### src/hdl/tacc_cfg.svh
// register indices, field positions, reset values and event bits of the aux timer block
// assumes a 32-bit word bus where byte address = 4 * register index
`ifndef TACC_CFG_SVH
`define TACC_CFG_SVH

// register indices; byte address is four times the index
`define TACC_IDX_CONTROL 8'hc8
`define TACC_IDX_MODE 8'hc9
`define TACC_IDX_RELOAD 8'hca
`define TACC_IDX_COUNTER 8'hcc
`define TACC_IDX_CAPTURE0 8'hd0
`define TACC_IDX_CAPTURE1 8'hd1
`define TACC_IDX_CAPTURE2 8'hd2
`define TACC_IDX_EDGE_CFG 8'hd3
`define TACC_IDX_IRQ_STATUS 8'hd4
`define TACC_IDX_IRQ_MASK 8'hd5

// control register fields
`define TACC_CTL_FLAG 7
`define TACC_CTL_RUN 2
`define TACC_CTL_SELECT 0
`define TACC_CTL_MASK 8'h85

// mode control register fields
`define TACC_MOD_RELOAD_EN 7
`define TACC_MOD_CAP_EN_LO 4
`define TACC_MOD_CAP_CLEAR 3
`define TACC_MOD_CMP_CLEAR 2
`define TACC_MOD_MASK 8'hfc

// reset values
`define TACC_CTL_RESET 8'h00
`define TACC_MOD_RESET 8'h00
`define TACC_EDGE_RESET 6'h00
`define TACC_RELOAD_RESET 16'h0000

// edge-select codes, two bits per channel
`define TACC_EDGE_FALL 2'b00
`define TACC_EDGE_RISE 2'b01
`define TACC_EDGE_BOTH 2'b10

// interrupt event bits
`define TACC_EV_OVERFLOW 0
`define TACC_EV_MATCH 1
`define TACC_EV_CAP_LO 2
`define TACC_EV_WIDTH 5

`endif

### src/hdl/tacc_pkg.sv
// types shared by the aux timer block
// assumes tacc_cfg.svh supplies the numeric constants
package tacc_pkg;

	// bus slave sequencing, one-hot
	typedef enum logic [3:0] {
		TACC_BUS_IDLE = 4'b0001,
		TACC_BUS_WRITE = 4'b0010,
		TACC_BUS_RD_WAIT = 4'b0100,
		TACC_BUS_RD_DONE = 4'b1000
	} tacc_bus_e;

	// mode control register as fields
	typedef struct packed {
		logic reload_enable;
		logic [2:0] capture_enable;
		logic capture_auto_clear;
		logic compare_auto_clear;
	} tacc_mode_s;

	// hardware events of one cycle
	typedef struct packed {
		logic [2:0] capture;
		logic match;
		logic overflow;
	} tacc_event_s;

endpackage

### src/hdl/tacc_timer.sv
// aux 16-bit timer with compare, reload and three edge-capture channels, AHB-Lite slave
// assumes capture pins are synchronous to clk and single whole-word bus transfers
//
// Overview of operation
// - set overflow/match flag when the counter rolls over past its maximum.
// - in compare mode, set the flag when counter equals the reload/compare value.
// - hardware never clears the flag; only a software write clears it.
// - software writing one to the flag sets it like a hardware event.
// - reload enable permits loading the counter from the reload/compare value.
// - enabled qualifying edge on pin two copies counter into capture set two.
// - enabled qualifying edge on pin one copies counter into capture set one.
// - enabled qualifying edge on pin zero copies counter into capture set zero.
// - each channel detects only the edge chosen by its own two-bit select.
// - capture edge also reloads counter when reload enable is one, select zero.
// - capture mode with capture auto-clear zeroes the counter after a capture; if reload enable is also one, the counter reloads instead.
// - compare auto-clear one zeroes the counter on match; zero keeps counting.
// - reload/compare value is reload value or match value per the select bit.
//
// The AHB-Lite register port was left to the implementer.
`timescale 1ns/1ps
`include "tacc_cfg.svh"

module tacc_timer #(
	parameter int COUNT_WIDTH = 16,
	parameter int CHANNELS = 3
) (
	input wire logic clk,
	input wire logic reset,
	input wire logic hsel,
	input wire logic [31:0] haddr,
	input wire logic [1:0] htrans,
	input wire logic hwrite,
	input wire logic [2:0] hsize,
	input wire logic [31:0] hwdata,
	input wire logic hready,
	output logic hreadyout,
	output logic hresp,
	output logic [31:0] hrdata,
	input wire logic capture_pin_zero,
	input wire logic capture_pin_one,
	input wire logic capture_pin_two,
	output logic irq
);

	// true when the edge between two samples matches the select code
	function automatic logic edge_hit(input logic [1:0] sel, input logic prev, input logic cur);
		logic rise;
		logic fall;
		rise = ~prev & cur;
		fall = prev & ~cur;
		case (sel)
			`TACC_EDGE_FALL: edge_hit = fall;
			`TACC_EDGE_RISE: edge_hit = rise;
			`TACC_EDGE_BOTH: edge_hit = rise | fall;
			default: edge_hit = 1'b0;
		endcase
	endfunction

	// word index of a byte address; upper bits outside the map give an unused index
	function automatic logic [7:0] reg_index(input logic [31:0] addr);
		if (addr[31:10] != 22'h00_0000) begin
			reg_index = 8'hff;
		end else begin
			reg_index = addr[9:2];
		end
	endfunction

	// a register access lands in the data phase, at the index latched in the address phase
	function automatic logic reg_hit(input logic strobe, input logic [7:0] idx,
			input logic [7:0] want);
		reg_hit = strobe & (idx == want);
	endfunction

	// reset images of the two control registers; only the stored fields are taken from them
	localparam logic [7:0] CTL_RESET = `TACC_CTL_RESET;
	localparam logic [7:0] MOD_RESET = `TACC_MOD_RESET;

	// bus state
	tacc_pkg::tacc_bus_e bus_q;
	tacc_pkg::tacc_bus_e bus_d;
	logic [7:0] idx_q;
	logic addr_take;
	logic wr_cycle;
	logic rd_cycle;

	// software-visible state
	logic flag_q;
	logic run_q;
	logic select_q;
	tacc_pkg::tacc_mode_s mode_q;
	logic [COUNT_WIDTH-1:0] reload_q;
	logic [COUNT_WIDTH-1:0] count_q;
	logic [COUNT_WIDTH-1:0] count_d;
	logic [COUNT_WIDTH-1:0] cap_q [CHANNELS];
	logic [2*CHANNELS-1:0] edge_cfg_q;
	logic [`TACC_EV_WIDTH-1:0] irq_stat_q;
	logic [`TACC_EV_WIDTH-1:0] irq_mask_q;

	// event logic
	logic [CHANNELS-1:0] pin_now;
	logic [CHANNELS-1:0] pin_prev_q;
	logic [CHANNELS-1:0] cap_hit;
	tacc_pkg::tacc_event_s ev;
	logic compare_mode;
	logic capture_reload;
	logic capture_clear;
	logic [31:0] rd_value;

	// decoded register strobes and next values
	logic wr_ctl;
	logic wr_mod;
	logic wr_rld;
	logic wr_cnt;
	logic wr_edg;
	logic wr_msk;
	logic rd_stat;
	logic flag_d;
	logic [`TACC_EV_WIDTH-1:0] irq_stat_d;
	logic [`TACC_EV_WIDTH-1:0] irq_mask_d;

	assign pin_now = {capture_pin_two, capture_pin_one, capture_pin_zero};
	assign compare_mode = select_q;
	assign addr_take = hsel & hready & htrans[1];
	assign wr_cycle = (bus_q == tacc_pkg::TACC_BUS_WRITE);
	assign rd_cycle = (bus_q == tacc_pkg::TACC_BUS_RD_WAIT);

	// one strobe per register so every block sees the same decode
	assign wr_ctl = reg_hit(wr_cycle, idx_q, `TACC_IDX_CONTROL);
	assign wr_mod = reg_hit(wr_cycle, idx_q, `TACC_IDX_MODE);
	assign wr_rld = reg_hit(wr_cycle, idx_q, `TACC_IDX_RELOAD);
	assign wr_cnt = reg_hit(wr_cycle, idx_q, `TACC_IDX_COUNTER);
	assign wr_edg = reg_hit(wr_cycle, idx_q, `TACC_IDX_EDGE_CFG);
	assign wr_msk = reg_hit(wr_cycle, idx_q, `TACC_IDX_IRQ_MASK);
	assign rd_stat = reg_hit(rd_cycle, idx_q, `TACC_IDX_IRQ_STATUS);

	// AHB-Lite slave sequencing: writes take no wait state, reads take one
	always_comb begin
		bus_d = tacc_pkg::TACC_BUS_IDLE;
		case (bus_q)
			tacc_pkg::TACC_BUS_RD_WAIT: begin
				bus_d = tacc_pkg::TACC_BUS_RD_DONE;
			end
			tacc_pkg::TACC_BUS_IDLE, tacc_pkg::TACC_BUS_WRITE, tacc_pkg::TACC_BUS_RD_DONE: begin
				if (addr_take) begin
					bus_d = hwrite ? tacc_pkg::TACC_BUS_WRITE : tacc_pkg::TACC_BUS_RD_WAIT;
				end
			end
			default: bus_d = tacc_pkg::TACC_BUS_IDLE;
		endcase
	end

	always_ff @(posedge clk) begin
		if (reset) begin
			bus_q <= tacc_pkg::TACC_BUS_IDLE;
			idx_q <= 8'h00;
		end else begin
			bus_q <= bus_d;
			if (addr_take && bus_q != tacc_pkg::TACC_BUS_RD_WAIT) begin
				idx_q <= reg_index(haddr);
			end
		end
	end

	// a read waits one cycle so that a write in the preceding data phase is visible
	assign hreadyout = (bus_q != tacc_pkg::TACC_BUS_RD_WAIT);
	assign hresp = 1'b0;

	// read multiplexer; reserved bits and unmapped words read zero
	always_comb begin
		rd_value = 32'h0000_0000;
		case (idx_q)
			`TACC_IDX_CONTROL: begin
				rd_value[`TACC_CTL_FLAG] = flag_q;
				rd_value[`TACC_CTL_RUN] = run_q;
				rd_value[`TACC_CTL_SELECT] = select_q;
			end
			`TACC_IDX_MODE: rd_value[7:2] = mode_q;
			`TACC_IDX_RELOAD: rd_value[COUNT_WIDTH-1:0] = reload_q;
			`TACC_IDX_COUNTER: rd_value[COUNT_WIDTH-1:0] = count_q;
			`TACC_IDX_CAPTURE0: rd_value[COUNT_WIDTH-1:0] = cap_q[0];
			`TACC_IDX_CAPTURE1: rd_value[COUNT_WIDTH-1:0] = cap_q[1];
			`TACC_IDX_CAPTURE2: rd_value[COUNT_WIDTH-1:0] = cap_q[2];
			`TACC_IDX_EDGE_CFG: rd_value[2*CHANNELS-1:0] = edge_cfg_q;
			`TACC_IDX_IRQ_STATUS: rd_value[`TACC_EV_WIDTH-1:0] = irq_stat_q;
			`TACC_IDX_IRQ_MASK: rd_value[`TACC_EV_WIDTH-1:0] = irq_mask_q;
			default: rd_value = 32'h0000_0000;
		endcase
	end

	always_ff @(posedge clk) begin
		if (reset) begin
			hrdata <= 32'h0000_0000;
		end else if (rd_cycle) begin
			hrdata <= rd_value;
		end
	end

	// capture pins: previous sample for edge detection
	// reset loads the live level, so a pin idling high gives no false edge after reset
	always_ff @(posedge clk) begin
		if (reset) begin
			pin_prev_q <= pin_now;
		end else begin
			pin_prev_q <= pin_now;
		end
	end

	// per-channel edge qualify and capture register
	for (genvar c = 0; c < CHANNELS; c++) begin : g_chan
		assign cap_hit[c] = mode_q.capture_enable[c] &
			edge_hit(edge_cfg_q[2*c +: 2], pin_prev_q[c], pin_now[c]);
		always_ff @(posedge clk) begin
			if (reset) begin
				cap_q[c] <= '0;
			end else if (cap_hit[c]) begin
				cap_q[c] <= count_q;
			end
		end
	end

	// hardware events
	assign ev.capture = cap_hit;
	// overflow is flagged on the last count before the wrap, one cycle ahead of the new value
	assign ev.overflow = run_q & (count_q == {COUNT_WIDTH{1'b1}});
	assign ev.match = run_q & compare_mode & (count_q == reload_q);
	// capture actions do not need run control: a stopped counter can still be sampled
	assign capture_reload = (|cap_hit) & mode_q.reload_enable & ~select_q;
	assign capture_clear = (|cap_hit) & ~compare_mode & mode_q.capture_auto_clear;

	// counter next value; a software write beats every hardware action
	always_comb begin
		count_d = count_q;
		if (wr_cnt) begin
			count_d = hwdata[COUNT_WIDTH-1:0];
		end else if (capture_reload) begin
			count_d = reload_q;
		end else if (capture_clear) begin
			count_d = '0;
		end else if (run_q) begin
			if (ev.match && mode_q.compare_auto_clear) begin
				count_d = '0;
			end else if (ev.overflow && !compare_mode && mode_q.reload_enable) begin
				count_d = reload_q;
			end else begin
				count_d = count_q + 1'b1;
			end
		end
	end

	always_ff @(posedge clk) begin
		if (reset) begin
			count_q <= '0;
		end else begin
			count_q <= count_d;
		end
	end

	// overflow/match flag: software may clear or set, hardware only sets; set wins
	always_comb begin
		flag_d = flag_q;
		if (wr_ctl) begin
			flag_d = hwdata[`TACC_CTL_FLAG];
		end
		// a hardware event in the same cycle as a software clear must not be lost
		if (ev.overflow || ev.match) begin
			flag_d = 1'b1;
		end
	end

	always_ff @(posedge clk) begin
		if (reset) begin
			flag_q <= CTL_RESET[`TACC_CTL_FLAG];
		end else begin
			flag_q <= flag_d;
		end
	end

	// control and mode registers; reserved bits are not stored
	// select one picks compare mode, zero picks reload and capture mode
	always_ff @(posedge clk) begin
		if (reset) begin
			run_q <= CTL_RESET[`TACC_CTL_RUN];
			select_q <= CTL_RESET[`TACC_CTL_SELECT];
			mode_q <= MOD_RESET[7:2];
		end else begin
			if (wr_ctl) begin
				run_q <= hwdata[`TACC_CTL_RUN];
				select_q <= hwdata[`TACC_CTL_SELECT];
			end
			if (wr_mod) begin
				mode_q <= hwdata[7:2];
			end
		end
	end

	// reload value, edge config and interrupt mask
	always_ff @(posedge clk) begin
		if (reset) begin
			reload_q <= `TACC_RELOAD_RESET;
			edge_cfg_q <= `TACC_EDGE_RESET;
			irq_mask_q <= '0;
		end else begin
			if (wr_rld) begin
				reload_q <= hwdata[COUNT_WIDTH-1:0];
			end
			if (wr_edg) begin
				edge_cfg_q <= hwdata[2*CHANNELS-1:0];
			end
			irq_mask_q <= irq_mask_d;
		end
	end

	// sticky interrupt status, cleared by reading it; a new event in the
	// clearing cycle survives so that it is never lost
	always_comb begin
		irq_stat_d = irq_stat_q | ev;
		if (rd_stat) begin
			irq_stat_d = ev;
		end
		irq_mask_d = irq_mask_q;
		if (wr_msk) begin
			irq_mask_d = hwdata[`TACC_EV_WIDTH-1:0];
		end
	end

	always_ff @(posedge clk) begin
		if (reset) begin
			irq_stat_q <= '0;
		end else begin
			irq_stat_q <= irq_stat_d;
		end
	end

	// irq follows the next status and mask, so it drops together with the clearing read
	always_ff @(posedge clk) begin
		if (reset) begin
			irq <= 1'b0;
		end else begin
			irq <= |(irq_stat_d & irq_mask_d);
		end
	end

	// hsize is not checked: only whole-word transfers are supported
	logic unused_ok;
	assign unused_ok = &{1'b0, hsize};

endmodule

### config.mk
export PLATFORM = sky130hd
export DESIGN_NAME = tacc_timer
export DESIGN_NICKNAME = d
export VERILOG_FILES = /design/src/hdl/tacc_pkg.sv /design/src/hdl/tacc_timer.sv
export VERILOG_INCLUDE_DIRS = /design/src /design/src/hdl
export SDC_FILE = /design/constraint.sdc
export NUM_CORES = 1
export LEC_CHECK = 0
export BUFFER_PORTS_ARGS = -buffer_cell sky130_fd_sc_hd__buf_2
export CELL_PAD_IN_SITES_DETAIL_PLACEMENT = 1
export CELL_PAD_IN_SITES_GLOBAL_PLACEMENT = 1
export CORE_MARGIN = 2
export CORE_UTILIZATION = 35
export CTS_BUF_LIST = sky130_fd_sc_hd__clkbuf_4
export DETAILED_ROUTE_END_ITERATION = 8
export PLACE_DENSITY = 0.78
export REMOVE_ABC_BUFFERS = 1
export SYNTH_ARGS = -nofsm -noshare
export SYNTH_HDL_FRONTEND = slang
export SYNTH_SLANG_ARGS = --single-unit
export TNS_END_PERCENT = 5
### constraint.sdc
create_clock -name clk -period 3.07 [get_ports clk]
set_input_delay 0.307 -clock clk [delete_from_list [all_inputs] [get_ports clk]]
set_output_delay 0.307 -clock clk [all_outputs]
set_load 0.005 [all_outputs]
==> results.toml, run 1 <==
[final_layout]
final_common_cell = "dfxtp_1"
fin_cells = 1150
area_delta_synth_final_pct = 17.4
multiInputGateArea_um2 = 3470
layout_common_cells = "dfxtp_1 (89), nor2_1 (85), nand2_1 (78)"
final_nets = 950
final_util = 0.415
ff_latch_area_um2 = 3220
fillers = 2353
drive_above_1_share = 0.179

[global_route]
grt_max_degree = 75
grt_pass1_wl_mm = 35.1
grt_antenna_before_repair = 1
first_global_vias = 6359
grtUsageTotal = 0.210
grt-ovfl-total = 0

[synthesis]
avgSynthCellArea_um2 = 9.12
ys_seq_area_frac = 0.454
synthArstFlopShare = 0
syn_inst = 779
synth.distinct_cells = 62
syn_area_um2 = 7100
ys_ff_latch = 137
ys.warnings.count = 0
synth_ff_type = "dfxtp_1"
synth_edf_count = 48

[cts]
cts_made_buffers = 17
cts_setup_buffers = 0
clock_path_buffers = 2
path_clk_slew_ns = 0.13
cts_hold_buffers = 23
cts-root-buf = "clkbuf_4"
insertion_delay_ns = 0.59
postCtsResizedCells = 0
cts.sinks = 137
htreeDepth = 4
cts_tree = "built"

[drt]
route.met3.wl_mm = 1.45
wl_met1_mm = 9.75
drt_iter0_markers = 557
drc = 0
vias_per_cell = 5.45
drtPass1Iterations = 6
wl_per_cell_um = 19.4
antenna_left = 0
met2_length_mm = 10.7
vias = 6266
top_layer = "met4"
wl_mm = 22.3

[timing]
rsz0062_at_grt = "false"
hold_viol_final = 0
slew_viol_final = 0
fmax_ghz = 0.358
skew_ns = 0.0261
max_slew_margin = 0.334
finalSetupViolations = 0
fin_crit_sh = 0.911
finalSetupTns_ns = 0
fin_crit_ns = 2.80
worstMarginPinSlew_ns = 0.999
hold_ws_ns = 0.0283

[floorplanning]
die_area_um2 = 21500
ios = 112
fp.coreArea_um2 = 20100
start_util = 0.353
dieHeight_um = 146
row_count = 52
dieWidth_um = 146

[setup_path]
arrival_ns = 3.22
endpoint_kind = "flip-flop"
critPathMaxFanout = 32
cp-start-kind = "input pin"
path_class = "in -> reg"
worst-endpoint-required_ns = 3.49

[placed_design]
gp_congestion = 0.833
dpl.hpwl_mm = 15.2
port_buffers = 72
dp.cells = 1094

[job]
cap_viol_max_count = 0

[power]
power_leakage_nw = 3.16
peakVddDrop_uv = 194
power_density_nw_per_um2 = 429

[run_status]
run_status = "completed"

[hold_path]
hp-class = "in -> reg"
## metrics by stage
step                setup WS, ns  power (mW)  cell area (um^2)
floorplan                  -1.34        2.03              6730
global placement           0.349        2.14              7750
detailed placement         0.258        2.14              7750
CTS                        0.277        3.60              8330
global route              0.0802        3.69              8340
finish                     0.274        3.58              8340
## per-layer routing
layer,global-route usage,vias to the layer above
met4,0.0641,0
li1,-,2944
met2,0.346,217
met3,0.0525,32
met1,0.272,3073
met5,0,-
## worst paths after layout
kind	start	endpoint	slack (ns)	cells after the start
setup / recovery	capture_pin_two	count_q[1]$_SDFFE_PP0P_	0.27	10
hold / removal	hwdata[1]	reload_q[1]$_SDFFE_PP0P_	0.03	3
setup reg to reg	pin_prev_q[2]$_DFF_P_	count_q[1]$_SDFFE_PP0P_	0.29	9
hold reg to reg	hrdata[3]$_SDFFE_PP0P_	hrdata[3]$_SDFFE_PP0P_	0.48	2
## registers in the layout, indices dropped and copies added (netlist names)
signal,count
bus_q,4
cap_q,48
compare_mode,1
count_q,16
edge_cfg_q,6
flag_q,1
hrdata,16
idx_q,8
irq,1
irq_mask_q,5
irq_stat_q,5
mode_q,6
pin_prev_q,3
reload_q,16
run_q,1
## critical path, stage by stage
cell and delay, ns:
dlygate4sd3_1 0.53, buf_2 0.13, ha_1 0.19, mux2_2 0.27, o211a_1 0.23, a31oi_1 0.34, nand2_1 0.17, a211o_1 0.67
o21bai_1 0.31, a31oi_1 0.07
## layout make-up
cell class,instances,area share
multi-input combinational,559,0.416
timing repair buffer,133,0.107
clock buffer,17,0.0153
sequential,137,0.387
antenna,1,0.000300
clock inverter,15,0.0269
inverter,18,0.00810
tap,270,0.0405
## report_power, final
group	switching (mW)	total, mW	internal [mW]
registers	0.0130	1.92	1.90
logic	0.123	0.210	0.0862
clock network	0.726	1.45	0.729
## synthesized netlist by cell type, types with 2 or more instances
library cell / number / area [um^2]
nor2b_1: 8 / 50.1
mux2i_1: 32 / 320
buf_6: 6 / 67.6
buf_1: 2 / 7.51
o22ai_1: 2 / 12.5
nor2_1: 85 / 319
nand2_1: 78 / 293
and3_1: 4 / 25.0
a22oi_1: 9 / 67.6
o2111ai_1: 15 / 131
clkbuf_1: 48 / 180
nor4b_1: 3 / 26.3
a32oi_1: 2 / 17.5
o21ai_0: 19 / 95.1
edfxtp_1: 48 / 1440
o211ai_1: 3 / 22.5
xor2_1: 9 / 78.8
nor3b_1: 3 / 22.5
a222oi_1: 9 / 90.1
a311oi_1: 16 / 140
a211oi_1: 11 / 82.6
a31oi_1: 11 / 68.8
ha_1: 7 / 87.6
xnor2_1: 23 / 201
a22o_1: 3 / 26.3
nor3_1: 21 / 105
a211o_1: 3 / 26.3
nor4_1: 7 / 43.8
dfxtp_1: 89 / 1780
and2_1: 45 / 282
buf_2: 3 / 15.0
nand2b_1: 3 / 18.8
mux2_2: 4 / 45.0
nand3_1: 34 / 170
inv_1: 17 / 63.8
nand3b_1: 3 / 22.5
o21bai_1: 5 / 37.5
a221oi_1: 3 / 26.3
a21oi_1: 32 / 160
a32o_1: 2 / 20.0
buf_4: 22 / 165
and4_1: 2 / 17.5
nand4_1: 9 / 56.3
## kinds of logic (layout without fill, tap and decap cells)
| family | count (synthesis) | after routing | synth area share |
|---|---|---|---|
| xor+xnor | 32 | 32 | 0.0395 |
| compound gates | 152 | 152 | 0.154 |
| buf+inv | 99 | 183 | 0.0708 |
| mux | 36 | 36 | 0.0514 |
| other cells | 1 | 18 | 0.000528 |
| simple gates | 315 | 315 | 0.217 |
| fa+ha+maj | 7 | 7 | 0.0123 |
| flops | 137 | 137 | 0.454 |
Note: power is estimated with default switching activity, not from simulation.
==> run 2: changes to the inputs <==
- CORE_ASPECT_RATIO: unset -> 1.25
- CTS_BUF_LIST: sky130_fd_sc_hd__clkbuf_4 -> unset
==> run 2 against run 1 <==
Compared with the run above:
- flip-flop and latch count did not move
- hold slack got worse by 0.017 ns
- wire length increased by 1.1%
- sequential power is essentially flat
- critical endpoint unchanged
- critical path type unchanged
- register-to-register slack better by 0.06 ns
- clock-buffer cell count is 3 higher
- fmax decreased by 2.7%
==> results.toml, run 2 (same netlist as run 1, synthesis figures left out) <==
[setup_path]
cp-start-kind = "input pin"
crit_chain = "dlygate4sd3_1 -> buf_2 -> inv_1 -> ha_1 -> nor2b_1 -> a211o_1 -> a31oi_1 -> a311o_4 -> mux2_2 -> nand3_1 -> a31oi_1"
endpoint_kind = "flip-flop"
path_buf_inv = 3
arrival_ns = 3.17
critPathMaxFanout = 31
crit_slowest_cell = "a311o_4"
crit_family = "compound AO/OA/AOI/OAI gates"
path_class = "in -> reg"
worst-endpoint-required_ns = 3.37
slowest_delay_ns = 0.56
crit_top_cell = "a31oi_1"

[final_layout]
largest-register = "cap_q"
layout_common_cells = "dfxtp_1 (89), nor2_1 (85), nand2_1 (78)"
drive_above_1_share = 0.178
area_delta_synth_final_pct = 18.1
final_nets = 925
n_antenna_cell = 0
fin_cells = 1124
largest_register_ffs = 48
final_common_cell = "dfxtp_1"

[global_route]
grt_pass1_wl_mm = 35.4
grt-ovfl-total = 0
grt_max_degree = 41
grt_antenna_before_repair = 0
first_global_vias = 6372
grtUsageTotal = 0.213

[drt]
drt_iter0_markers = 490
drtPass1Iterations = 6
wl_mm = 22.5
drc = 0
antenna_left = 0
vias_per_cell = 5.58
wl_per_cell_um = 20.0
route.met3.wl_mm = 1.37
met2_length_mm = 11.2
wl_met1_mm = 9.18
top_layer = "met4"
vias = 6268

[cts]
cts_made_buffers = 17
cts-root-buf = "clkbuf_16"
path_clk_slew_ns = 0.06
clock_path_buffers = 2
cts.sinks = 137
cts_tree = "built"
insertion_delay_ns = 0.43
htreeDepth = 4
postCtsResizedCells = 0

[timing]
rsz0062_at_grt = "false"
fin_crit_ns = 2.87
fmax_ghz = 0.348
worstMarginPinSlew_ns = 0.775
hold_ws_ns = 0.0114
skew_ns = 0.00943
slew_viol_final = 0
fin_crit_sh = 0.935
hold_viol_final = 0
max_slew_margin = 0.482
finalSetupViolations = 0

[placed_design]
gp_congestion = 0.826
dp.cells = 1091
port_buffers = 72
dpl.hpwl_mm = 15.7

[power]
power_leakage_nw = 3.19
power_density_nw_per_um2 = 527
peakVddDrop_uv = 373

[run_status]
run_status = "completed"

[floorplanning]
fp.coreArea_um2 = 20000
dieHeight_um = 163
ios = 112
start_util = 0.355
die_area_um2 = 21500
row_count = 58
dieWidth_um = 131

[job]
cap_viol_max_count = 0

[hold_path]
hp-class = "in -> reg"
==> run 2: changes by cell type in the layout (fill, tap and decap cells not counted), sizes merged <==
cell,delta
dlygate4sd3,-22
buf,-3
clkbuf,+3
clkinvlp,-2
inv,-2
bufinv,+1
diode,-1
==> run 2: area by class of cell <==
class / instances / area (um^2)
flip-flops and latches: 137 / 3220
clock buffers: 20 / 437
multi-input cells: 559 / 3470
fillers: 2375 / 11600
clock inverters: 12 / 223
inverters: 18 / 67.6
well taps: 270 / 338
repair buffers: 108 / 633
==> run 2: power by group <==
part	switching [mW]	internal, mW	leakage [nW]
Clock	0.793	1.52	0.314
Sequential	0.0175	1.91	1.21
Combinational	0.116	0.0680	1.66
==> run 2: per-stage QoR <==
step / area, um^2 / power (mW) / worst slack [ns] / TNS (ns) / utilization
floorplan: 6730 / 2.03 / -1.34 / -47.32 / -
global placement: 7720 / 2.14 / 0.368 / 0 / 0.385
detailed placement: 7720 / 2.14 / 0.292 / 0 / 0.385
CTS: 8390 / 4.44 / 0.246 / 0 / 0.419
global route: 8390 / 4.54 / 0.0333 / 0 / 0.419
finish: 8390 / 4.42 / 0.198 / 0 / 0.419
==> run 2: final timing paths <==
path / startpoint / endpoint / slack, ns / depth (start not counted)
setup / recovery: capture_pin_zero / count_q[1]$_SDFFE_PP0P_ / 0.20 / 11
hold / removal: capture_pin_two / pin_prev_q[2]$_DFF_P_ / 0.01 / 1
setup reg to reg: count_q[5]$_SDFFE_PP0P_ / count_q[9]$_SDFFE_PP0P_ / 0.35 / 7
hold reg to reg: hrdata[3]$_SDFFE_PP0P_ / hrdata[3]$_SDFFE_PP0P_ / 0.47 / 2
==> run 2: metal layers <==
layer  track usage  vias to the layer above
met5             0                        -
met4        0.0909                        0
met3        0.0450                       49
met2         0.368                      233
met1         0.256                     3095
li1              -                     2891
==> run 2: timing repair <==
| action | in CTS | in global routing |
|---|---|---|
| endpoints found under the hold margin | 1 | 0 |
| buffers inserted | 0 | 0 |
| hold buffers | 1 | 0 |
==> run 3: changes to the inputs <==
- BUFFER_PORTS_ARGS: -buffer_cell sky130_fd_sc_hd__buf_2 -> -buffer_cell sky130_fd_sc_hd__buf_4
==> run 3 against run 2 <==
Compared with the run above:
- hold slack improved by 0.038 ns
- clock skew increased by 0.0027 ns
- setup slack improved by 0.030 ns
- die area unchanged
- final cell count increased by 0.44%
- combinational power increased by 12%
- largest cell class unchanged
- highest routed layer unchanged
==> results.toml, run 3 (same netlist as run 1, synthesis figures left out) <==
[global_route]
grtUsageMet2 = 0.384
grt_antenna_before_repair = 0
met3_usage = 0.0503
grt-ovfl-total = 0
gr-max-usage-layer = "met2"
grt_pass1_wl_mm = 36.5
met1_usage = 0.252
grtUsageTotal = 0.219
first_global_vias = 6669
grt_max_degree = 35

[placed_design]
pre_cts_ws_ns = 0.213
placed_area_um2 = 7920
port_buffers = 72
gp_congestion = 0.850
dp.cells = 1094
dpl.hpwl_mm = 15.8

[floorplanning]
die_area_um2 = 21500
row_count = 58
dieWidth_um = 131
start_util = 0.355
dieHeight_um = 163
ios = 112
fp.coreArea_um2 = 20000

[power]
p_total_mw = 4.23
p_comb_frac = 0.049
power_density_nw_per_um2 = 495
seq_power_share = 0.454
switchingPower_mw = 0.961
internal_power_mw = 3.27
pwr-share-clk = 0.497
peakVddDrop_uv = 392
power_leakage_nw = 3.24
switching_share = 0.227

[cts]
cts_tree = "built"
clock_path_buffers = 2
insertion_delay_ns = 0.44
cts-root-buf = "clkbuf_16"
path_clk_slew_ns = 0.06
cts_setup_buffers = 0
cts_made_buffers = 17
cts.sinks = 137
htreeDepth = 4

[drt]
drt_iter0_markers = 439
wl_mm = 22.9
vias = 6321
wl_per_cell_um = 20.3
vias_per_cell = 5.60
drc = 0
antenna_left = 0
drtPass1Iterations = 5

[setup_path]
slowest_delay_ns = 0.54
crit_slowest_cell = "dlygate4sd3_1"
crit_chain = "dlygate4sd3_1 -> buf_4 -> ha_1 -> mux2_2 -> o211a_1 -> a31oi_1 -> a311o_4 -> mux2_2 -> nand3_1 -> a31oi_1"
arrival_ns = 3.14
critPathMaxFanout = 31
cp-start-kind = "input pin"
path_class = "in -> reg"
endpoint_kind = "flip-flop"
worst-endpoint-required_ns = 3.37

[final_layout]
largest-register = "cap_q"
largest_register_ffs = 48
fillers = 2318
fin_cells = 1129
n_antenna_cell = 0
drive_above_1_share = 0.185
area_delta_synth_final_pct = 20.4
final_common_cell = "buf_4"
layout_common_cells = "buf_4 (110), dfxtp_1 (89), nor2_1 (85)"
finalInstanceArea_um2 = 8550
final_nets = 930
final_util = 0.427

[timing]
finalSetupViolations = 0
max_slew_margin = 0.562
rsz0062_at_grt = "false"
skew_ns = 0.0121
hold_ws_ns = 0.0493
fmax_ghz = 0.352
hold_viol_final = 0
fin_crit_ns = 2.84
slew_viol_final = 0
setup_ws_ns = 0.228
worstMarginPinSlew_ns = 0.656
finalSetupTns_ns = 0
fin_crit_sh = 0.926

[job]
cap_viol_max_count = 0

[run_status]
run_status = "completed"

[hold_path]
hp-class = "in -> reg"
## run 3: cell types whose count changed in the layout (fill, tap and decap cells not counted), sizes merged
cell / change
clkinv: +3
inv: +3
dlygate4sd3: +2
buf: +3
bufinv: -3
clkbuf: -3
## run 3: worst paths after layout
kind / startpoint / slack (ns) / endpoint / cells past startpoint
worst min-delay path: hwrite / 0.05 / bus_q[2]$_SDFF_PP0_ / 2
worst min register to register: hrdata[3]$_SDFFE_PP0P_ / 0.46 / hrdata[3]$_SDFFE_PP0P_ / 2
worst max-delay path: capture_pin_two / 0.23 / count_q[1]$_SDFFE_PP0P_ / 10
worst max register to register: count_q[10]$_SDFFE_PP0P_ / 0.26 / count_q[15]$_SDFFE_PP0P_ / 7
## run 3: layout make-up
class | count | area, um^2 | area share
repair buffers | 113 | 856 | 0.100
well taps | 270 | 338 | 0.0395
multi-input cells | 559 | 3470 | 0.405
clock inverters | 15 | 174 | 0.0203
flip-flops and latches | 137 | 3220 | 0.377
inverters | 18 | 67.6 | 0.00790
clock buffers | 17 | 425 | 0.0498
## run 3: power by group through the flow
| stage | sequential [mW] | clock [mW] | combinational, mW |
|---|---|---|---|
| 2_1_floorplan | 1.96 | 0 | 0.0655 |
| 3_3_place_gp | 1.96 | 0 | 0.198 |
| 3_5_place_dp | 1.96 | 0 | 0.203 |
| 4_1_cts | 1.92 | 2.12 | 0.207 |
| 5_1_grt | 1.92 | 2.19 | 0.227 |
| 6_report | 1.92 | 2.10 | 0.206 |
## run 3: routing by layer
layer / vias up / wire, um
met4: 0 / 779
met5: - / 0
met3: 54 / 1390
li1: 2901 / -
met2: 230 / 11400
met1: 3136 / 9320
## run 3: what timing repair did
action                                  CTS  global route
endpoints found under the setup margin    0            12
endpoints found under the hold margin     3             0
hold buffers                              3             0
resized for setup                         0             1
## run 3: critical path: cells and delay by family
| kind | cells | cell delay [ns] |
|---|---|---|
| AO/OA/AOI/OAI | 4 | 1.22 |
| buffers and inverters | 2 | 0.69 |
| multiplexers | 2 | 0.65 |
| adder cells (fa/ha/maj) | 1 | 0.19 |
| AND/OR/NAND/NOR | 1 | 0.08 |
